==> src/pkg/gate_ctrl_pkg.sv <==
/*
   Shared constants and types for the three-level PWM gate-control link.
   Assumes a single 10 MHz clock with a synchronous active-high reset.
*/
package gate_ctrl_pkg;

   // ----------------------------------------
   // Three-level decoded input codes
   // ----------------------------------------
   typedef enum logic [1:0] {
      LVL_LOW  = 2'h0,
      LVL_MID  = 2'h1,
      LVL_HIGH = 2'h2
   } level_t;

   // ----------------------------------------
   // Timing
   // ----------------------------------------
   localparam int CLK_PERIOD_NS = 100;
   localparam int DEBOUNCE_NS = 80;
   // Least time: round up, never below one cycle
   localparam int DEBOUNCE_CYC_RAW = (DEBOUNCE_NS + CLK_PERIOD_NS - 1) / CLK_PERIOD_NS;
   localparam int DEBOUNCE_CYC = (DEBOUNCE_CYC_RAW < 1) ? 1 : DEBOUNCE_CYC_RAW;
   localparam int BLANK_CYC_DEFAULT = 4;
   localparam int TIMER_W = 8;

   // ----------------------------------------
   // Reset values
   // ----------------------------------------
   localparam logic RST_GATE = 1'h0;
   localparam logic [TIMER_W-1:0] RST_TIMER = 8'h00;

endpackage

==> src/pkg/gate_ctrl_if.sv <==
/*
   Link between the controller end and the gate-control end.
   Assumes both ends share clk; the device end resolves skip_mode_n pull-up.
*/
`timescale 1ns/1ps
interface gate_ctrl_if;
   import gate_ctrl_pkg::*;

   // ----------------------------------------
   // Link signals
   // ----------------------------------------
   level_t pwm_level;
   level_t skip_mode_n;
   logic skip_mode_n_oe;
   logic switch_node_sense;

   modport ctrl_end (
      output pwm_level,
      output skip_mode_n,
      output skip_mode_n_oe,
      input switch_node_sense
   );

   modport dev_end (
      input pwm_level,
      input skip_mode_n,
      input skip_mode_n_oe,
      input switch_node_sense
   );

endinterface

==> src/rtl/gate_drive_end.sv <==
/*
   Device end: decodes three-level PWM and skip codes into gate commands,
   with device-side zero-current detection in skip-high mode.
   Assumes switch_node_sense is an asynchronous comparator output.
*/
// Function
// - Skip high: high-PWM gives high side, low-PWM low side
// - Controller drives skip high or floats it
// - Undriven skip input reads as high
// - Continuous conduction toggles only high and low
// - Controller enters discontinuous mode with mid PWM
// - Skip high, mid PWM: low side on
// - Low side held through debounce and blanking
// - Then comparator trip turns low side off
// - Controller-side detection holds skip low
// - Skip low: mid PWM turns both gates off
// - Skip low: controller detects zero current itself
// - Controller signals zero current with mid PWM
// - Skip low, mid entry: both off at once
// - Debounce lasts 80 ns; the code rounds it up to one 100 ns cycle
// - Skip mid decodes as skip high
// - Early zero-current ignored until timers end
`timescale 1ns/1ps
module gate_drive_end #(
   parameter int BLANK_CYC = gate_ctrl_pkg::BLANK_CYC_DEFAULT
) (
   // Clock and reset
   input wire logic clk,
   input wire logic rst,
   // Link
   gate_ctrl_if.dev_end link,
   // Gate commands
   output logic high_side_gate,
   output logic low_side_gate,
   // Status
   output logic zcd_waiting
);
   import gate_ctrl_pkg::*;

   // ----------------------------------------
   // State
   // ----------------------------------------
   typedef enum logic [1:0] {
      ST_RUN  = 2'h0,
      ST_WAIT = 2'h1,
      ST_MON  = 2'h2,
      ST_IDLE = 2'h3
   } zcd_st_t;

   typedef struct packed {
      logic [2:0] sense_sync;
      logic sense;
      zcd_st_t st;
      logic [TIMER_W-1:0] timer;
      level_t pwm_prev;
      logic hs;
      logic ls;
      logic waiting;
   } dev_state_t;

   localparam logic [TIMER_W-1:0] WAIT_CYC = TIMER_W'(DEBOUNCE_CYC + BLANK_CYC);

   dev_state_t cur_ff;
   dev_state_t nxt_cur;
   level_t skip_eff;
   logic skip_high_mode;

   // ----------------------------------------
   // Input decode
   // ----------------------------------------
   always_comb begin
      // Pull-up makes a floating pin read high
      skip_eff = link.skip_mode_n_oe ? link.skip_mode_n : LVL_HIGH;
      skip_high_mode = (skip_eff != LVL_LOW);
   end

   always_comb begin
      nxt_cur = cur_ff;
      // Three-stage sync; change counts when stages two and three agree
      nxt_cur.sense_sync = {cur_ff.sense_sync[1:0], link.switch_node_sense};
      if (cur_ff.sense_sync[2] == cur_ff.sense_sync[1]) begin
         nxt_cur.sense = cur_ff.sense_sync[2];
      end
      nxt_cur.pwm_prev = link.pwm_level;
      nxt_cur.st = ST_RUN;
      nxt_cur.timer = RST_TIMER;
      unique case (link.pwm_level)
         LVL_HIGH: begin
            nxt_cur.hs = 1'h1;
            nxt_cur.ls = 1'h0;
         end
         LVL_LOW: begin
            nxt_cur.hs = 1'h0;
            nxt_cur.ls = 1'h1;
         end
         LVL_MID: begin
            nxt_cur.hs = 1'h0;
            if (!skip_high_mode) begin
               nxt_cur.ls = 1'h0;
               nxt_cur.st = ST_IDLE;
            end else if (cur_ff.pwm_prev != LVL_MID || cur_ff.st == ST_RUN
                         || cur_ff.st == ST_IDLE) begin
               nxt_cur.ls = 1'h1;
               nxt_cur.st = ST_WAIT;
               nxt_cur.timer = WAIT_CYC;
            end else begin
               nxt_cur.st = cur_ff.st;
               nxt_cur.timer = cur_ff.timer;
               unique case (cur_ff.st)
                  ST_WAIT: begin
                     // Early trips are ignored; low side drops when wait ends only if sense is already set
                     nxt_cur.ls = 1'h1;
                     if (cur_ff.timer <= TIMER_W'(1)) begin
                        nxt_cur.st = ST_MON;
                        nxt_cur.timer = RST_TIMER;
                        nxt_cur.ls = !cur_ff.sense;
                     end else begin
                        nxt_cur.timer = cur_ff.timer - TIMER_W'(1);
                     end
                  end
                  ST_MON: begin
                     if (cur_ff.sense) begin
                        nxt_cur.ls = 1'h0;
                     end
                  end
                  default: begin
                     nxt_cur.ls = 1'h0;
                  end
               endcase
            end
         end
         default: begin
            nxt_cur.hs = 1'h0;
            nxt_cur.ls = 1'h0;
         end
      endcase
      nxt_cur.waiting = (nxt_cur.st == ST_WAIT);
   end

   always_ff @(posedge clk) begin
      if (rst) begin
         cur_ff <= '{sense_sync: 3'h0, sense: 1'h0, st: ST_RUN, timer: RST_TIMER,
                     pwm_prev: LVL_LOW, hs: RST_GATE, ls: RST_GATE, waiting: 1'h0};
      end else begin
         cur_ff <= nxt_cur;
      end
   end

   assign high_side_gate = cur_ff.hs;
   assign low_side_gate = cur_ff.ls;
   assign zcd_waiting = cur_ff.waiting;

endmodule // gate_drive_end

==> src/flat_wrapper.sv <==
// flat-port wrapper written by rule: the top's interface ports become plain ports
module gate_drive_end_flat import gate_ctrl_pkg::*;
#(
   parameter int BLANK_CYC = gate_ctrl_pkg::BLANK_CYC_DEFAULT
)
  (clk, rst, high_side_gate, low_side_gate, zcd_waiting, link_pwm_level, link_skip_mode_n, link_skip_mode_n_oe, link_switch_node_sense);
  gate_ctrl_if link_i ();
  input wire logic clk;
  input wire logic rst;
  output logic high_side_gate;
  output logic low_side_gate;
  output logic zcd_waiting;
  input wire logic [$bits(link_i.pwm_level)-1:0] link_pwm_level;
  input wire logic [$bits(link_i.skip_mode_n)-1:0] link_skip_mode_n;
  input wire logic [$bits(link_i.skip_mode_n_oe)-1:0] link_skip_mode_n_oe;
  input wire logic [$bits(link_i.switch_node_sense)-1:0] link_switch_node_sense;
  assign link_i.pwm_level = link_pwm_level;
  assign link_i.skip_mode_n = link_skip_mode_n;
  assign link_i.skip_mode_n_oe = link_skip_mode_n_oe;
  assign link_i.switch_node_sense = link_switch_node_sense;
  gate_drive_end #(.BLANK_CYC(BLANK_CYC)) u_core (.clk(clk), .rst(rst), .link(link_i), .high_side_gate(high_side_gate), .low_side_gate(low_side_gate), .zcd_waiting(zcd_waiting));
endmodule
==> config.mk <==
export PLATFORM = sky130hd
export DESIGN_NAME = gate_drive_end_flat
export DESIGN_NICKNAME = d
export VERILOG_FILES = /design/src/pkg/gate_ctrl_pkg.sv /design/src/pkg/gate_ctrl_if.sv /design/src/rtl/gate_drive_end.sv /design/src/flat_wrapper.sv
export SDC_FILE = /design/constraint.sdc
export NUM_CORES = 1
export LEC_CHECK = 0
export BUFFER_PORTS_ARGS = -buffer_cell sky130_fd_sc_hd__buf_2
export CAP_MARGIN = 0
export CORE_MARGIN = 1.5
export CORE_UTILIZATION = 57
export CTS_CLUSTER_DIAMETER = 100
export DETAILED_ROUTE_END_ITERATION = 8
export PLACE_DENSITY_LB_ADDON = 0.05
export SLEW_MARGIN = 20
export SYNTH_ARGS = -nofsm -noshare
export SYNTH_HDL_FRONTEND = slang
export SYNTH_SLANG_ARGS = --single-unit
export TNS_END_PERCENT = 30
==> constraint.sdc <==
create_clock -name clk -period 3.81 [get_ports clk]
set_input_delay 0.1905 -clock clk [delete_from_list [all_inputs] [get_ports clk]]
set_output_delay 0.1905 -clock clk [all_outputs]
set_load 0.01 [all_outputs]
==> results.md <==
- P per Cell Area: roughly 370 nW/um^2
- Reg area: between 300 and 400 sq um
- Hold buffers post-CTS: 0
- Met2 WL: between 700 and 800 microns
- FF+latch count, synth: 19
- Crit path DAT: approximately 2.1 ns
- Antenna fix cells: 0
- Commonest non-fill, non-tap cell in the layout: dfxtp_1
- Area of the mapped netlist: ~800 sq um
- WL final: roughly 1.5 mm
- Die footprint: ~1600 sq um
- Hold crit path type: primary input to register
- Overflow after GRT: 0
- Routed wl met3: between 60 and 70 microns
- Reg2reg end: u_core.zcd_waiting
- DRT iter0 DRCs: 9
- Fin nets: ~110
- Final HPWL DP: between 1 and 1.5 mm
- DR pass1 iterations: 4
- Min-delay src: link_pwm_level[1]
- Sum of negative setup slack: 0 ns
- Most frequent cells in the layout: dfxtp_1, nor2_1, buf_2, nor2b_1
- Worst path cell trace: or4_4 > nor4_1 > o21ai_0 > and2_1
- Total chip power: between 0.3 and 0.4 mW
- Setup WS pre-CTS: 1.91 ns
- Crit start category: register
- DRC violations left: 0
- Worst-path clk slew: ~0.11 ns
- Vias: roughly 640
- Largest family of logic cells by synthesized area: simple AND/OR/NAND/NOR gates
- Max frequency: between 0.5 and 0.6 GHz
- Clock Skew: 0.0112 ns
- Post-synthesis cell count: 84
- Filler cell count: 125
- Minimum clock period: approximately 2 ns
- Max-slew headroom: approximately three fifths
- GPL Wtd Cong: just under 0.8
- Status: completed
- Initial antenna violation count: 0
- Reg2reg setup slack: about 1.9 ns
- Leakage: 0.338 nW
- Starting Density: about three fifths
- Vias in the first global route: roughly 560
- First-pass GRT wire length: approximately 2.2 mm
- Final Cycle Share: 51.1%
- XOR/XNOR Fraction of Synth Area: between 5 and 6%
- Rows: 13
- Post-route worst setup slack: ~1.9 ns
- Die Ht: roughly 40 microns
- Met1 WL: just under 700 microns
- H-tree level count: 1
- Worst-Skew Late Latency: between 0.2 and 0.3 ns
- Area of the multi-input gates: slightly above 400 sq um
- Slowest-stage cell, CP: or4_4
- Synth Area in Compound Gates: between 10% and 20%
- Synth-to-Final Area Change: 11.9%
- Peak VDD IR: 321 uV
- Total global routing track utilization: between 20 and 25%
- CP required: 4.00 ns
- Register area share after synthesis: 47.6%
- Highest routed layer: met4
- Largest net degree at the start of global routing: 11
- Port-buffer cells: 10
- Syn_area_per_cell: between 9 and 10 sq um
- Max cap viols: 0
- CP top delay family: simple AND/OR/NAND/NOR gates
- Cts repair resizes: 0
- Slew @ Worst Pin: approximately 0.58 ns
- Inserted Clock Buffers: 3
- Share of layout cells above drive strength 1: a little over a fifth
- Clock root buffer master: clkbuf_4
- Final setup viols: 0
- Slowest cell delay on critical path: between 0.5 and 0.6 ns
- CORE AREA: roughly 1300 sq um
- Simple-Gate Fraction of Synth Area: between 30% and 40%
- R2r worst-path depth: 4
- Critical path class: register to register
- FF-to-FF Start: u_core.cur_ff[7]
- Ports: 11
- CP bufs+invs: 0
- Critical Path Sink Type: register
- Final ANT Viol Nets: 0
- CTS tree: done
- DR vias/cell: 5.69
- Synth warn: 0
- CTS Buffer Depth: 2
- Post-synth net total: 94
- # clock sinks: 19
- Netlist cell types: 28
- RSZ-0062 raised after global routing: no
- Die width: about 40 microns
- Fin. Hold Viols: 0
- Worst hold endpoint: u_core.low_side_gate
- Worst hold path depth: 2
- Drt wl/cell: roughly 13 microns
- Worst Path Max Fanout: 6
- Post-synthesis adder-cell area fraction: about 3.1%
- Mux cell area share after synthesis: 0%
- Post CTS Setup Buffer Count: 0
- Slew Viols, Final: 0
flip-flops by register name, indices dropped and copies added, names as in the netlist:
register,count
u_core.cur_ff,16
u_core.zcd_waiting,1
u_core.low_side_gate,1
u_core.high_side_gate,1
area by class of cell:
class	count	area share (%)
well taps	15	2.10
multi-input cells	63	45.9
repair buffers	10	5.60
clock buffers	4	2.94
inverters	2	0.840
flip-flops and latches	19	42.6
stage by stage:
step | hold WS (ns) | cell area, sq um | util, % | cells
6_report | 0.0842 | 893 | 68.7 | 113
5_1_grt | 0.0867 | 893 | 68.7 | 113
4_1_cts | 0.0760 | 893 | 68.7 | 113
3_5_place_dp | 0.375 | 867 | 66.6 | 109
3_3_place_gp | 0.375 | 867 | 66.6 | 109
2_1_floorplan | 0.260 | 798 | - | 84
kinds of logic (layout without fill, tap and decap cells):
| logic type | after synthesis | after routing |
|---|---|---|
| compound gates | 14 | 14 |
| xor+xnor | 5 | 5 |
| fa+ha+maj | 2 | 2 |
| buf+inv | 2 | 16 |
| flops | 19 | 19 |
| simple gates | 42 | 42 |
synthesized netlist by cell type:
cell	instances	area (sq um)
and3_1	1	6.26
o211ai_4	1	21.3
nor4_1	2	12.5
inv_1	2	7.51
a31oi_1	4	25.0
nor3_1	2	10.0
xnor2_1	5	43.8
o21ai_0	4	20.0
ha_1	2	25.0
a211oi_1	1	7.51
nor3b_1	1	7.51
nor2_1	10	37.5
dfxtp_1	19	380
or2b_2	1	8.76
and2_1	1	6.26
or4_4	2	22.5
nand2b_1	1	6.26
nand3_1	2	10.0
a21oi_1	2	10.0
nand2_1	5	18.8
or4b_2	1	10.0
nand3b_1	1	7.51
or2_2	1	6.26
nor2b_1	9	56.3
o31ai_1	1	7.51
o21a_1	1	7.51
or3b_2	1	8.76
or3_2	1	7.51
where the power goes:
| part | total, mW | internal [mW] | switching, mW |
|---|---|---|---|
| logic | 0.0293 | 0.0137 | 0.0156 |
| registers | 0.207 | 0.204 | 0.00302 |
| clock network | 0.0967 | 0.0406 | 0.0562 |
| total | 0.333 | 0.258 | 0.0748 |
metal layers:
| metal | vias to the layer above | track usage (%) |
|---|---|---|
| li1 | 323 | - |
| met4 | 0 | 5.83 |
| met1 | 303 | 24.8 |
| met2 | 15 | 37.3 |
| met3 | 2 | 3.33 |
| met5 | - | 0 |
worst max-delay path by stage:
stage               depth (start not counted)                    to              from
detailed placement                          4    u_core.zcd_waiting  u_core.cur_ff[7]
finish                                      4    u_core.zcd_waiting  u_core.cur_ff[7]
CTS                                         4    u_core.zcd_waiting  u_core.cur_ff[7]
floorplan                                   4     u_core.cur_ff[10]  u_core.cur_ff[7]
global placement                            4  u_core.low_side_gate  u_core.cur_ff[7]
global route                                4    u_core.zcd_waiting  u_core.cur_ff[7]
Note: power is estimated with default switching activity, not from simulation.
